--- config.mk ---
export PLATFORM = sky130hd
export DESIGN_NAME = cms_device_flat
export DESIGN_NICKNAME = d
export VERILOG_FILES = /design/src/cms_pkg.sv /design/src/cms_link_if.sv /design/src/cms_device.sv /design/src/cms_fifo.sv /design/src/flat_wrapper.sv
export SDC_FILE = /design/constraint.sdc
export NUM_CORES = 1
export LEC_CHECK = 0
export BUFFER_PORTS_ARGS = -buffer_cell sky130_fd_sc_hd__buf_2
export CAP_MARGIN = 20
export CORE_MARGIN = 2
export CORE_UTILIZATION = 55
export DETAILED_ROUTE_END_ITERATION = 8
export PLACE_DENSITY = 0.81
export RECOVER_POWER = 100
export SYNTH_ARGS = -nofsm -noshare
export SYNTH_HDL_FRONTEND = slang
export SYNTH_SLANG_ARGS = --single-unit
--- constraint.sdc ---
create_clock -name core_clk -period 3 [get_ports core_clk]
set_clock_uncertainty 0.2 [all_clocks]
set_input_delay 0.15 -clock core_clk [delete_from_list [all_inputs] [get_ports core_clk]]
set_output_delay 0.15 -clock core_clk [all_outputs]
set_load 0.02 [all_outputs]
--- src/cms_pkg.sv ---
// constants, types and decode helpers for the configuration mode sequencer
// Function
// - Power-on delay 100 ms low select, 12 ms high
// - User I/O tri-stated until configuration completes
// - After load, initialize registers then enable I/O
// - Load plus initialization form one command mode
// - Every power-up needs full load before user mode
// - Reconfig pin forces the hold state, then reload, resume
// - Pull-up control high disables weak pull-ups
// - Five schemes: parallel, active/passive serial, async, test
// - Host may send serial or parallel, sync or async
// - Async writes target one virtual memory address
// - Compressed stream expanded on the fly
// - Encrypted stream deciphered during loading
// - Test instruction triggers reconfig like pin pulse
// - Chain-enable out feeds next device's chain-enable in
package cms_pkg;
  // clock and power-on timing
  localparam int CLK_HZ       = 40_000_000;
  localparam int POR_LONG_MS  = 100;
  localparam int POR_SHORT_MS = 12;
  localparam int POR_LONG_CYC  = POR_LONG_MS * (CLK_HZ / 1000);
  localparam int POR_SHORT_CYC = POR_SHORT_MS * (CLK_HZ / 1000);
  localparam int POR_CNT_W     = 22;
  // initialization and reconfig pulse lengths, in cycles
  localparam int INIT_CYC      = 8;
  localparam int RECFG_LOW_CYC = 4;
  // data path geometry
  localparam int DATA_W     = 8;
  localparam int ADDR_W     = 4;
  localparam int FIFO_DEPTH = 8;
  localparam int CFG_BYTES  = 16;
  localparam int IDX_W      = 5;
  localparam logic [ADDR_W-1:0] CFG_VIRT_ADDR = 4'hA;
  // test port instruction
  localparam int IR_W = 10;
  localparam logic [IR_W-1:0] IR_RECONFIG = 10'h001;
  // keystream seed for the cipher stage
  localparam logic [DATA_W-1:0] KEY_SEED = 8'hA5;

  typedef enum logic [2:0] {
    fast_passive_parallel_scheme,
    active_serial_scheme,
    passive_serial_scheme,
    passive_parallel_async_scheme,
    test_port_scheme
  } cms_scheme_t;

  typedef enum logic [2:0] {
    st_por, st_wait, st_load, st_init, st_user, st_hold
  } cms_state_t;

  // one bit per beat for the serial and test port schemes
  function automatic logic cms_is_serial(input cms_scheme_t s);
    return (s == active_serial_scheme) || (s == passive_serial_scheme) ||
           (s == test_port_scheme);
  endfunction : cms_is_serial

  // next keystream byte
  function automatic logic [DATA_W-1:0] cms_ks_next(input logic [DATA_W-1:0] k);
    return {k[6:0], k[7] ^ k[5] ^ k[4] ^ k[3]};
  endfunction : cms_ks_next
endpackage : cms_pkg

--- src/cms_link_if.sv ---
// pins between the configuration host and the configured device
interface cms_link_if;
  logic                        reconfig_request_n;
  logic                        chain_enable_in_n;
  logic                        chain_enable_out_n;
  logic                        status_n;
  logic                        conf_done;
  cms_pkg::cms_scheme_t        scheme;
  logic                        compressed;
  logic                        encrypted;
  logic [cms_pkg::DATA_W-1:0]  data;
  logic                        valid;
  logic                        ready;
  logic [cms_pkg::ADDR_W-1:0]  addr;
  logic                        wr_n;

  modport dev (
    input  reconfig_request_n, chain_enable_in_n, scheme, compressed, encrypted,
    input  data, valid, addr, wr_n,
    output chain_enable_out_n, status_n, conf_done, ready
  );
  modport host (
    output reconfig_request_n, chain_enable_in_n, scheme, compressed, encrypted,
    output data, valid, addr, wr_n,
    input  chain_enable_out_n, status_n, conf_done, ready
  );
endinterface : cms_link_if

--- src/cms_device.sv ---
// configured device end: power-on delay, command mode, loading, user mode
module cms_device #(
  parameter int unsigned POR_LONG  = cms_pkg::POR_LONG_CYC,
  parameter int unsigned POR_SHORT = cms_pkg::POR_SHORT_CYC
) (
  // clock and reset
  input  wire logic                        core_clk,
  input  wire logic                        srst,
  // link to the configuration host
  cms_link_if.dev                          link,
  // board straps
  input  wire logic                        power_on_delay_select,
  input  wire logic                        io_pullup_off,
  // test port instruction
  input  wire logic [cms_pkg::IR_W-1:0]    tap_ir,
  input  wire logic                        tap_ir_update,
  // user side
  output logic                             io_enable_q,
  output logic                             weak_pullup_en_q,
  output logic                             command_mode_q,
  output logic                             user_mode_q,
  output logic                             user_reg_reset_q,
  input  wire logic [cms_pkg::IDX_W-1:0]   cfg_rd_idx,
  output logic [cms_pkg::DATA_W-1:0]       cfg_rd_data_q
);
  localparam int DW = cms_pkg::DATA_W;
  localparam int LW = $clog2(cms_pkg::FIFO_DEPTH) + 1;

  cms_pkg::cms_state_t   state_q;
  cms_pkg::cms_scheme_t  scheme_q;
  logic                  compressed_q, encrypted_q;
  logic [cms_pkg::POR_CNT_W-1:0] por_cnt_q;
  logic                  por_sel_q, pull_off_q;
  logic [3:0]            init_cnt_q;
  logic                  trig_q;
  logic                  hold_req;
  // intake
  logic [DW-1:0]         sr_q;
  logic [2:0]            bit_cnt_q;
  logic                  push_q;
  logic [DW-1:0]         push_data_q;
  logic [DW-1:0]         ks_q;
  logic                  ready_q;
  logic                  beat;
  // fifo drain and expansion
  logic                  f_in_ready, f_out_valid, f_out_ready;
  logic [DW-1:0]         f_out_data;
  logic [LW-1:0]         f_level;
  logic                  have_count_q;
  logic [DW-1:0]         rep_q, val_q;
  logic [cms_pkg::IDX_W-1:0] wr_idx_q;
  logic [DW-1:0]         cfg_mem_q [cms_pkg::CFG_BYTES];
  logic                  mem_full, emitting, mem_we;
  logic [DW-1:0]         mem_wd;
  logic                  chain_out_n_q, status_n_q, conf_done_q;

  assign link.ready              = ready_q;
  assign link.chain_enable_out_n = chain_out_n_q;
  assign link.status_n           = status_n_q;
  assign link.conf_done          = conf_done_q;

  // pin low or test instruction forces the hold state
  assign hold_req = !link.reconfig_request_n || trig_q;
  assign mem_full = (wr_idx_q == cms_pkg::IDX_W'(cms_pkg::CFG_BYTES));
  assign emitting = (rep_q != '0);

  // test instruction behaves as a one-cycle low pulse on the pin
  always_ff @(posedge core_clk) begin
    if (srst) trig_q <= 1'b0;
    else trig_q <= tap_ir_update && (tap_ir == cms_pkg::IR_RECONFIG);
  end

  // main sequencer
  always_ff @(posedge core_clk) begin
    if (srst) begin
      state_q <= cms_pkg::st_por;
    end else begin
      case (state_q)
        cms_pkg::st_por: begin
          // limit chosen from the strap caught on the first cycle
          if (por_cnt_q != '0 &&
              por_cnt_q == cms_pkg::POR_CNT_W'((por_sel_q ? POR_SHORT : POR_LONG) - 1))
            state_q <= cms_pkg::st_wait;
        end
        cms_pkg::st_wait: begin
          if (hold_req) state_q <= cms_pkg::st_hold;
          else if (!link.chain_enable_in_n) state_q <= cms_pkg::st_load;
        end
        cms_pkg::st_load: begin
          if (hold_req) state_q <= cms_pkg::st_hold;
          else if (mem_full) state_q <= cms_pkg::st_init;
        end
        cms_pkg::st_init: begin
          if (hold_req) state_q <= cms_pkg::st_hold;
          else if (init_cnt_q == 4'(cms_pkg::INIT_CYC - 1)) state_q <= cms_pkg::st_user;
        end
        cms_pkg::st_user: begin
          if (hold_req) state_q <= cms_pkg::st_hold;
        end
        cms_pkg::st_hold: begin
          if (!hold_req) state_q <= cms_pkg::st_wait;
        end
        default: state_q <= cms_pkg::st_por;
      endcase
    end
  end

  // power-on counter; a reset restarts the whole delay
  always_ff @(posedge core_clk) begin
    if (srst) por_cnt_q <= '0;
    else if (state_q == cms_pkg::st_por) por_cnt_q <= por_cnt_q + 1'b1;
  end

  // pull-up strap sampled only outside user mode, delay strap only on the first power-on cycle
  always_ff @(posedge core_clk) begin
    if (srst) begin
      por_sel_q  <= 1'b0;
      pull_off_q <= 1'b0;
    end else begin
      if (state_q == cms_pkg::st_por && por_cnt_q == '0)
        por_sel_q <= power_on_delay_select;
      if (state_q != cms_pkg::st_user)
        pull_off_q <= io_pullup_off;
    end
  end

  // initialization timer
  always_ff @(posedge core_clk) begin
    if (srst) init_cnt_q <= '0;
    else if (state_q == cms_pkg::st_init) init_cnt_q <= init_cnt_q + 1'b1;
    else init_cnt_q <= '0;
  end

  // scheme and stream options captured as loading starts
  always_ff @(posedge core_clk) begin
    if (srst) begin
      scheme_q     <= cms_pkg::passive_serial_scheme;
      compressed_q <= 1'b0;
      encrypted_q  <= 1'b0;
    end else if (state_q == cms_pkg::st_wait) begin
      scheme_q     <= link.scheme;
      compressed_q <= link.compressed;
      encrypted_q  <= link.encrypted;
    end
  end

  // async writes count only at the virtual address, synchronous need handshake
  always_comb begin
    if (state_q != cms_pkg::st_load) beat = 1'b0;
    else if (scheme_q == cms_pkg::passive_parallel_async_scheme)
      beat = !link.wr_n && (link.addr == cms_pkg::CFG_VIRT_ADDR);
    else beat = link.valid && ready_q;
  end

  // ready keeps three slots free for beats already in flight
  always_ff @(posedge core_clk) begin
    if (srst) ready_q <= 1'b0;
    else ready_q <= (state_q == cms_pkg::st_load) && !mem_full &&
                    (f_level <= LW'(cms_pkg::FIFO_DEPTH - 3)) && f_in_ready;
  end

  // serial bits gather lsb first; parallel bytes go straight on
  always_ff @(posedge core_clk) begin
    if (srst || state_q != cms_pkg::st_load) begin
      sr_q        <= '0;
      bit_cnt_q   <= '0;
      push_q      <= 1'b0;
      push_data_q <= '0;
      ks_q        <= cms_pkg::KEY_SEED;
    end else begin
      push_q <= 1'b0;
      if (beat) begin
        if (cms_pkg::cms_is_serial(scheme_q)) begin
          sr_q      <= {link.data[0], sr_q[DW-1:1]};
          bit_cnt_q <= bit_cnt_q + 1'b1;
          if (bit_cnt_q == 3'h7) begin
            push_q      <= 1'b1;
            push_data_q <= {link.data[0], sr_q[DW-1:1]} ^ (encrypted_q ? ks_q : '0);
            ks_q        <= cms_pkg::cms_ks_next(ks_q);
          end
        end else begin
          push_q      <= 1'b1;
          push_data_q <= link.data ^ (encrypted_q ? ks_q : '0);
          ks_q        <= cms_pkg::cms_ks_next(ks_q);
        end
      end
    end
  end

  // eight deep buffer; expansion stalls drain so the buffer can fill
  cms_fifo #(.W(DW), .D(cms_pkg::FIFO_DEPTH)) u_fifo (
    .core_clk  (core_clk),
    .srst      (srst || state_q == cms_pkg::st_hold),
    .in_valid  (push_q),
    .in_ready  (f_in_ready),
    .in_data   (push_data_q),
    .out_valid (f_out_valid),
    .out_ready (f_out_ready),
    .out_data  (f_out_data),
    .level     (f_level)
  );

  // drain must not wait on a full buffer, or a full buffer never empties
  assign f_out_ready = (state_q == cms_pkg::st_load) && !emitting && !mem_full;

  // store path: plain bytes or run copies
  always_comb begin
    mem_we = 1'b0;
    mem_wd = f_out_data;
    if (state_q == cms_pkg::st_load && !mem_full) begin
      if (emitting) begin
        mem_we = 1'b1;
        mem_wd = val_q;
      end else if (!compressed_q) begin
        mem_we = f_out_valid && f_out_ready;
      end
    end
  end

  // run expander: count byte then value byte, copies without staging
  always_ff @(posedge core_clk) begin
    if (srst || state_q != cms_pkg::st_load) begin
      have_count_q <= 1'b0;
      rep_q        <= '0;
      val_q        <= '0;
    end else if (emitting) begin
      rep_q <= rep_q - 1'b1;
    end else if (compressed_q && f_out_valid && f_out_ready) begin
      if (!have_count_q) begin
        have_count_q <= 1'b1;
        val_q        <= f_out_data;
      end else begin
        have_count_q <= 1'b0;
        rep_q        <= val_q;
        val_q        <= f_out_data;
      end
    end
  end

  // configuration store; cleared index means a full reload is needed
  always_ff @(posedge core_clk) begin
    if (srst || state_q == cms_pkg::st_hold) wr_idx_q <= '0;
    else if (mem_we) wr_idx_q <= wr_idx_q + 1'b1;
  end

  always_ff @(posedge core_clk) begin
    if (mem_we) cfg_mem_q[wr_idx_q[cms_pkg::IDX_W-2:0]] <= mem_wd;
  end

  always_ff @(posedge core_clk) begin
    if (srst) cfg_rd_data_q <= '0;
    else cfg_rd_data_q <= cfg_mem_q[cfg_rd_idx[cms_pkg::IDX_W-2:0]];
  end

  // pin and mode outputs
  always_ff @(posedge core_clk) begin
    if (srst) begin
      io_enable_q      <= 1'b0;
      weak_pullup_en_q <= 1'b0;
      command_mode_q   <= 1'b0;
      user_mode_q      <= 1'b0;
      user_reg_reset_q <= 1'b1;
      chain_out_n_q    <= 1'b1;
      status_n_q       <= 1'b0;
      conf_done_q      <= 1'b0;
    end else begin
      io_enable_q      <= (state_q == cms_pkg::st_user);
      weak_pullup_en_q <= (state_q != cms_pkg::st_user) && !pull_off_q;
      command_mode_q   <= (state_q == cms_pkg::st_load) ||
                          (state_q == cms_pkg::st_init);
      user_mode_q      <= (state_q == cms_pkg::st_user);
      user_reg_reset_q <= (state_q != cms_pkg::st_user);
      chain_out_n_q    <= !((state_q == cms_pkg::st_init) ||
                            (state_q == cms_pkg::st_user));
      status_n_q       <= !((state_q == cms_pkg::st_por) ||
                            (state_q == cms_pkg::st_hold));
      conf_done_q      <= (state_q == cms_pkg::st_init) || (state_q == cms_pkg::st_user);
    end
  end
endmodule : cms_device

--- src/cms_fifo.sv ---
// flip-flop fifo with valid/ready on both sides
module cms_fifo #(
  parameter int W = 8,
  parameter int D = 8
) (
  // clock and reset
  input  wire logic         core_clk,
  input  wire logic         srst,
  // fill side
  input  wire logic         in_valid,
  output logic              in_ready,
  input  wire logic [W-1:0] in_data,
  // drain side
  output logic              out_valid,
  input  wire logic         out_ready,
  output logic [W-1:0]      out_data,
  // occupancy
  output logic [$clog2(D):0] level
);
  localparam int AW = $clog2(D);
  logic [W-1:0]  mem_q [D];
  logic [AW-1:0] wr_q, rd_q;
  logic [AW:0]   cnt_q;
  logic          push, pop;

  assign in_ready  = (cnt_q != (AW+1)'(D));
  assign out_valid = (cnt_q != '0);
  assign out_data  = mem_q[rd_q];
  assign level     = cnt_q;
  assign push      = in_valid && in_ready;
  assign pop       = out_valid && out_ready;

  // storage written at the write index
  always_ff @(posedge core_clk) begin
    if (push) begin
      mem_q[wr_q] <= in_data;
    end
  end

  // pointers wrap naturally since depth is a power of two
  always_ff @(posedge core_clk) begin
    if (srst) begin
      wr_q  <= '0;
      rd_q  <= '0;
      cnt_q <= '0;
    end else begin
      if (push) wr_q <= wr_q + 1'b1;
      if (pop) rd_q <= rd_q + 1'b1;
      cnt_q <= cnt_q + (AW+1)'(push) - (AW+1)'(pop);
    end
  end
endmodule : cms_fifo

--- src/flat_wrapper.sv ---
// flat-port wrapper written by rule: the top's interface ports become plain ports
module cms_device_flat 
#(
  parameter int unsigned POR_LONG  = cms_pkg::POR_LONG_CYC,
  parameter int unsigned POR_SHORT = cms_pkg::POR_SHORT_CYC
)
  (core_clk, srst, power_on_delay_select, io_pullup_off, tap_ir, tap_ir_update, io_enable_q, weak_pullup_en_q, command_mode_q, user_mode_q, user_reg_reset_q, cfg_rd_idx, cfg_rd_data_q, link_reconfig_request_n, link_chain_enable_in_n, link_scheme, link_compressed, link_encrypted, link_data, link_valid, link_addr, link_wr_n, link_chain_enable_out_n, link_status_n, link_conf_done, link_ready);
  cms_link_if link_i ();
  input  wire logic core_clk;
  input  wire logic srst;
  input  wire logic power_on_delay_select;
  input  wire logic io_pullup_off;
  input  wire logic [cms_pkg::IR_W-1:0] tap_ir;
  input  wire logic tap_ir_update;
  output logic io_enable_q;
  output logic weak_pullup_en_q;
  output logic command_mode_q;
  output logic user_mode_q;
  output logic user_reg_reset_q;
  input  wire logic [cms_pkg::IDX_W-1:0] cfg_rd_idx;
  output logic [cms_pkg::DATA_W-1:0] cfg_rd_data_q;
  input wire logic [$bits(link_i.reconfig_request_n)-1:0] link_reconfig_request_n;
  input wire logic [$bits(link_i.chain_enable_in_n)-1:0] link_chain_enable_in_n;
  input wire logic [$bits(link_i.scheme)-1:0] link_scheme;
  input wire logic [$bits(link_i.compressed)-1:0] link_compressed;
  input wire logic [$bits(link_i.encrypted)-1:0] link_encrypted;
  input wire logic [$bits(link_i.data)-1:0] link_data;
  input wire logic [$bits(link_i.valid)-1:0] link_valid;
  input wire logic [$bits(link_i.addr)-1:0] link_addr;
  input wire logic [$bits(link_i.wr_n)-1:0] link_wr_n;
  output wire logic [$bits(link_i.chain_enable_out_n)-1:0] link_chain_enable_out_n;
  output wire logic [$bits(link_i.status_n)-1:0] link_status_n;
  output wire logic [$bits(link_i.conf_done)-1:0] link_conf_done;
  output wire logic [$bits(link_i.ready)-1:0] link_ready;
  assign link_i.reconfig_request_n = link_reconfig_request_n;
  assign link_i.chain_enable_in_n = link_chain_enable_in_n;
  assign link_i.scheme = link_scheme;
  assign link_i.compressed = link_compressed;
  assign link_i.encrypted = link_encrypted;
  assign link_i.data = link_data;
  assign link_i.valid = link_valid;
  assign link_i.addr = link_addr;
  assign link_i.wr_n = link_wr_n;
  assign link_chain_enable_out_n = link_i.chain_enable_out_n;
  assign link_status_n = link_i.status_n;
  assign link_conf_done = link_i.conf_done;
  assign link_ready = link_i.ready;
  cms_device #(.POR_LONG(POR_LONG), .POR_SHORT(POR_SHORT)) u_core (.core_clk(core_clk), .srst(srst), .link(link_i), .power_on_delay_select(power_on_delay_select), .io_pullup_off(io_pullup_off), .tap_ir(tap_ir), .tap_ir_update(tap_ir_update), .io_enable_q(io_enable_q), .weak_pullup_en_q(weak_pullup_en_q), .command_mode_q(command_mode_q), .user_mode_q(user_mode_q), .user_reg_reset_q(user_reg_reset_q), .cfg_rd_idx(cfg_rd_idx), .cfg_rd_data_q(cfg_rd_data_q));
endmodule
# [Word level (Yosys, flattened, before mapping)]
# Memories as Yosys holds them, arrays and structs flattened. A register that Yosys moved wholly into a read port is not among the register bits.
# Cells that the tools add are included.
[word_totals] input_bits=41 memories=2 ff_bits=105 wordCells=154 output_inout_bits=17 mem_bits_rw=192
[op_classes] bitwise=8 magnitude_cmp=1 eq_ne=25 n_reduce_logical=44 n_addsub=10 muxes=35
[mem_list] memory="u_core.cfg_mem_q" words=16 word_bits=8 read_ports=1 rd_clocked_by_memory_dff=1 write_ports=1 line_no="cms_device.sv:52" rtl="logic [DW-1:0] cfg_mem_q [cms_pkg::CFG_BYTES];"
[mem_list] memory="u_core.u_fifo.mem_q" words=8 word_bits=8 read_ports=1 rd_clocked_by_memory_dff=1 write_ports=1 line_no="cms_fifo.sv:21" rtl="logic [W-1:0] mem_q [D];"
[ops] cell="$mux W8" n=10
[ops] cell="$mux W3" n=11
[ops] cell="$add A22 B1 Y22 const B" n=1
[ops] cell="$eq A22 B22 Y1" n=1
[ops] cell="$logic_not A22 Y1" n=1
[ops] cell="$mux W22" n=1
[ops] cell="$reduce_bool A22 Y1" n=1
[ops] cell="$sub A22 B1 Y22 const B" n=1
[ops] cell="$pmux W3 S6" n=1
[ops] cell="$xor A8 B8 Y8" n=2
[ops] cell="$logic_and A1 B1 Y1" n=15
[ops] cell="$eq A3 B2 Y1 const B" n=4
[ops] cell="$eq A3 B3 Y1 const B" n=4
[ops] cell="$mux W1" n=12
[ops] cell="$eq A10 B1 Y1 const B" n=1
[ops] cell="$add A3 B1 Y3 const B" n=3
[ops] cell="$logic_or A1 B1 Y1" n=8
[ops] cell="$reduce_and A2 Y1" n=4
[ops] cell="$reduce_bool A8 Y1" n=1
[ops] cell="$sub A8 B1 Y8 const B" n=1
[ops] cell="$logic_not A1 Y1" n=7
[ops] cell="$eq A3 B1 Y1 const B" n=2
[ops] cell="$ne A3 B1 Y1 const B" n=2
[ops] cell="$ne A3 B2 Y1 const B" n=2
[ops] cell="19 further kinds" n=27

# [Longest topological paths before layout]
[depth] depth_word=10 mapped_depth=13 ltp_nobuf=12

# [Hierarchy]
# A second synthesis with hierarchy kept.
[unflattened] cells_unflattened=884 area_unflattened_um2=12778.5
[modules_own_cells] module="cms_device" cells_each=711 n_inst=1 area_per_inst_um2=9589.2
[modules_own_cells] module="cms_fifo" cells_each=173 n_inst=1 area_per_inst_um2=3189.3

# [Least setup slack after synthesis]
# No wires, ideal clock.
[synth_path] kind="flip-flop to flip-flop" from="register u_core.state_q[1]" to="memory u_core.cfg_mem_q[0][0] (netlist bit) (enable)" path_stages_with_launch=9 setup_slack_ps=314 arrival_time_ps=2103 path_cell_list="dfxtp_1 buf_4 or3b_4 a31oi_4 buf_4 and2_1 buf_4 nand2_1 nor3_1"
[synth_between] elab_chain_len=9
[synth_lines] item="from (decl)" line_no="cms_device.sv:29" rtl="cms_pkg::cms_state_t state_q;"
[synth_lines] item="from (signal assigned)" line_no="cms_device.sv:76" rtl="state_q <= cms_pkg::st_por;"
[synth_lines] item="from (signal assigned)" line_no="cms_device.sv:83" rtl="state_q <= cms_pkg::st_wait;"
[synth_lines] item="from (signal assigned)" line_no="cms_device.sv:86" rtl="if (hold_req) state_q <= cms_pkg::st_hold;"
[synth_lines] item="$eq A3 B2 Y1 (*)" line_no="cms_device.sv:204, cms_device.sv:210"
[synth_lines] item="$logic_and A1 B1 Y1 (2 in a row)" line_no="cms_device.sv:204" rtl="assign f_out_ready = (state_q == cms_pkg::st_load) && !emitting && !mem_full;"
[synth_lines] item="$logic_and A1 B1 Y1" line_no="cms_device.sv:215" rtl="mem_we = f_out_valid && f_out_ready;"
[synth_lines] item="$mux W1" line_no="cms_device.sv:214" rtl="end else if (!compressed_q) begin"
[synth_lines] item="$mux W1" line_no="cms_device.sv:211" rtl="if (emitting) begin"
[synth_lines] item="$mux W1 (*)" line_no="cms_device.sv:210" rtl="if (state_q == cms_pkg::st_load && !mem_full) begin"
[synth_lines] item="$mux W1 (*)" line_no="cms_device.sv:247" rtl="if (mem_we) cfg_mem_q[wr_idx_q[cms_pkg::IDX_W-2:0]] <= mem_wd;"
[synth_lines] item="$mux W1 (not written as such) (*)" line_no="cms_device.sv:247"
[synth_lines] item="to (decl)" line_no="cms_device.sv:52"
# Mark *: on every way between the ends. The rest lies on a longest branch, timed or not.

# [Worst setup path after layout]
[layout_path] from="register u_core.state_q[0]" to="memory u_core.cfg_mem_q[14][0] (netlist bit) (enable)"
# Same word-level chain as after synthesis.

==> results.yml <==
run_status:
  status: "finished clean"
synthesis:
  ys.flop_type: "edfxtp_1"
  syn-num-nets: 955
  synth.cell_area_um2: 12700
  ys_types: 62
  synth_top_area_cell: "edfxtp_1"
  avgSynthCellArea_um2: 14.2
  async_flop_share_pct: 0
  ys_seq_area_share_pct: 63.5
  synthTopCellsByArea: "edfxtp_1, dfxtp_1, mux4_2"
  yosysWarnings: 0
  synth_top_area_share_pct: 45.4
  ys_seq_elements: 307
  synth_edf_count: 192
  netlist_instances: 894
route:
  num_vias: 7505
  drtAntennaViolNets: 0
  drt_first_pass_iters: 5
  drt_wl_total_um: 24800
  routedWlPerCell_um: 19.0
  drc: 0
  viasPerCell: 5.74
  drtIter0Drc: 448
critical_path:
  required_ns: 3.02
  startpoint_type: "flip-flop"
  crit_path_max_fanout: 10
  crit_arrival_ns: 2.81
  r2r-start: "u_core.state_q[0]$_SDFFE_PP0P_"
  path_class: "reg -> reg"
  reg2regPathDepth: 7
  ff2ff_setup_slack_ns: 0.20
  cp-end-kind: "flip-flop"
  r2r-end: "u_core.cfg_mem_q[14][0]$_DFFE_PP_"
worst_hold_path:
  min_to: "u_core.push_q$_SDFF_PP0_"
  holdCritStartpoint: "link_valid"
  hold_path.class: "in -> reg"
  hold_path_depth: 5
clock_network:
  cts_buffer_depth: 3
  clock_latency_ns: 0.56
  clk_pin_slew_worst_paths_ns: 0.06
  postCtsSetupBuffers: 0
  cts_tree: "yes"
  cts-root-buf: "clkbuf_16"
  numClockSinks: 307
  cts_max_level: 1
  cts_buffers: 30
global_route:
  grt_max_degree: 48
  grt_pass1_wl_um: 39700
  antenna_found_initial: 0
  grt_pass1_vias: 7457
  grt_overflow: 0
  grtUsageTotal_pct: 20.9
placed_design:
  io_buffers: 56
  dpl_cell_area_um2: 13400
  gp_congestion: 0.816
  dp_hpwl_um: 15600
floorplan:
  die-area_um2: 24300
  rows: 55
  die_w_um: 156
  die_height_um: 156
  num_io_pins: 58
  initial_utilization_pct: 56.1
  core_um2: 22600
pwr:
  leakagePower_nw: 4.79
  power_density_nw_per_um2: 582
  ir_drop_uv: 518
timing:
  report.final.slew_viol_count: 0
  setup_viol: 0
  period_needed_ns: 2.80
  fin_setup_tns_ns: 0
  rsz0062_at_grt: "no"
  finalHoldViolCount: 0
  timing.fmax_ghz: 0.357
  slew_headroom_pct: 28.4
  worst_pin_slew_ns: 1.07
  period_share_pct: 93.2
final_layout:
  fin_area_um2: 14500
  final_nets: 1059
  diodes: 0
  drive_above_1_share_pct: 18.9
  area.growth.synth_to_final_pct: 14.5
run:
  maxCapViolations: 0
[what timing repair did]
| item | 4_1_cts | 5_1_grt |
|---|---|---|
| gates resized for setup | 0 | 0 |
| hold buffers | 22 | 0 |
| endpoints found under the hold margin | 52 | 0 |
[Yosys cell counts (all sizes together), types with 11 or more instances]
library cell	instances
nor4	11
xnor2	28
edfxtp	192
nor3	19
inv	25
dfxtp	115
a21oi	25
nand2	42
mux2i	39
buf	29
nand3	24
nor2b	11
o21ai	14
clkbuf	18
mux4	56
nor2	103
xor2	19
ha	19
mux2	17
[metal layers]
metal  global-route usage, %  wire [um]  vias to the layer above  share of wire (%)
met5                       0          0                        -                  0
met4                    5.20        552                        0                2.2
met3                    2.94       1340                       43                5.4
met2                    36.3      12600                      233                 51
met1                    28.2      10300                     3693                 42
li1                        -          -                     3536                  -
[power breakdown]
group          internal, mW  switching [mW]  total [mW]
combinational        0.0734          0.0694       0.143
clock                  2.31            1.57        3.88
sequential             4.44         0.00507        4.44
total                  6.82            1.65        8.47
[through the flow]
| stage | hold slack [ns] | cells | power [mW] | utilization, % | setup WS [ns] |
|---|---|---|---|---|---|
| finish | 0.0688 | 1307 | 8.47 | 64.3 | 0.203 |
| global route | 0.101 | 1307 | 8.71 | 64.3 | 0.0878 |
| CTS | 0.0296 | 1307 | 8.54 | 64.9 | 0.367 |
| detailed placement | 0.171 | 1229 | 4.66 | 59.3 | 0.376 |
| global placement | 0.156 | 1229 | 4.66 | 59.3 | 0.408 |
| floorplan | 0.0679 | 894 | 4.62 | - | 0.314 |
[layout by cell type, fill, tap and decap left out, drive strengths merged, types with 17 or more instances in the layout]
cell	count
ha	19
xor2	19
mux4	56
buf	55
clkbuf	81
mux2	17
nand2	42
edfxtp	192
nor2	103
dfxtp	115
a21oi	25
inv	26
nand3	24
dlygate4sd3	22
nor3	19
mux2i	39
xnor2	28
[state kept, by name, summed over array words and instances, names as in the netlist, 4 cells and up, named ones only]
name	count
u_core.cfg_mem_q	128
u_core.u_fifo.mem_q	64
u_core.por_cnt_q	22
u_core.cfg_rd_data_q	8
u_core.ks_q	8
u_core.push_data_q	8
u_core.rep_q	8
u_core.val_q	8
u_core.sr_q	7
u_core.wr_idx_q	5
u_core.init_cnt_q	4
u_core.u_fifo.level	4
[worst max-delay path: stages (launching register included)]
cell and delay, ns:
dfxtp_1 0.40, or3b_1 0.54, a31oi_4 0.30, buf_4 0.20
and2_1 0.26, nand2_1 0.16, nor2_1 0.14, clkbuf_2 0.27
[how the worst max path moves through the flow]
stage / from / slack, ns / endpoint
CTS: u_core.state_q[0]$_SDFFE_PP0P_ / 0.37 / u_core.cfg_mem_q[14][3]$_DFFE_PP_
detailed placement: u_core.state_q[0]$_SDFFE_PP0P_ / 0.38 / u_core.cfg_mem_q[1][4]$_DFFE_PP_
global placement: u_core.state_q[0]$_SDFFE_PP0P_ / 0.41 / u_core.cfg_mem_q[6][3]$_DFFE_PP_
floorplan: u_core.state_q[1]$_SDFFE_PP0P_ / 0.31 / u_core.cfg_mem_q[0][0]$_DFFE_PP_
global route: u_core.state_q[0]$_SDFFE_PP0P_ / 0.09 / u_core.cfg_mem_q[13][3]$_DFFE_PP_
finish: u_core.state_q[0]$_SDFFE_PP0P_ / 0.20 / u_core.cfg_mem_q[14][0]$_DFFE_PP_
[area by class of cell]
class	instances	area [um^2]
multi-input cells	515	4270
clock buffers	39	868
clock inverters	17	178
flip-flops and latches	307	8070
fillers	1581	8090
inverters	25	93.8
repair buffers	119	711
well taps	285	357
[kinds of logic (layout without fill, tap and decap cells)]
logic type      count (synthesis)  after routing  share of synthesized area, %
flops                         307            307                          63.5
simple gates                  265            265                          10.3
mux                           112            112                          14.5
buf+inv                        72            200                          2.64
compound gates                 71             71                          3.77
xor+xnor                       47             47                          3.24
fa+ha+maj                      20             20                          2.03
Note: power is estimated with default switching activity, not from simulation.
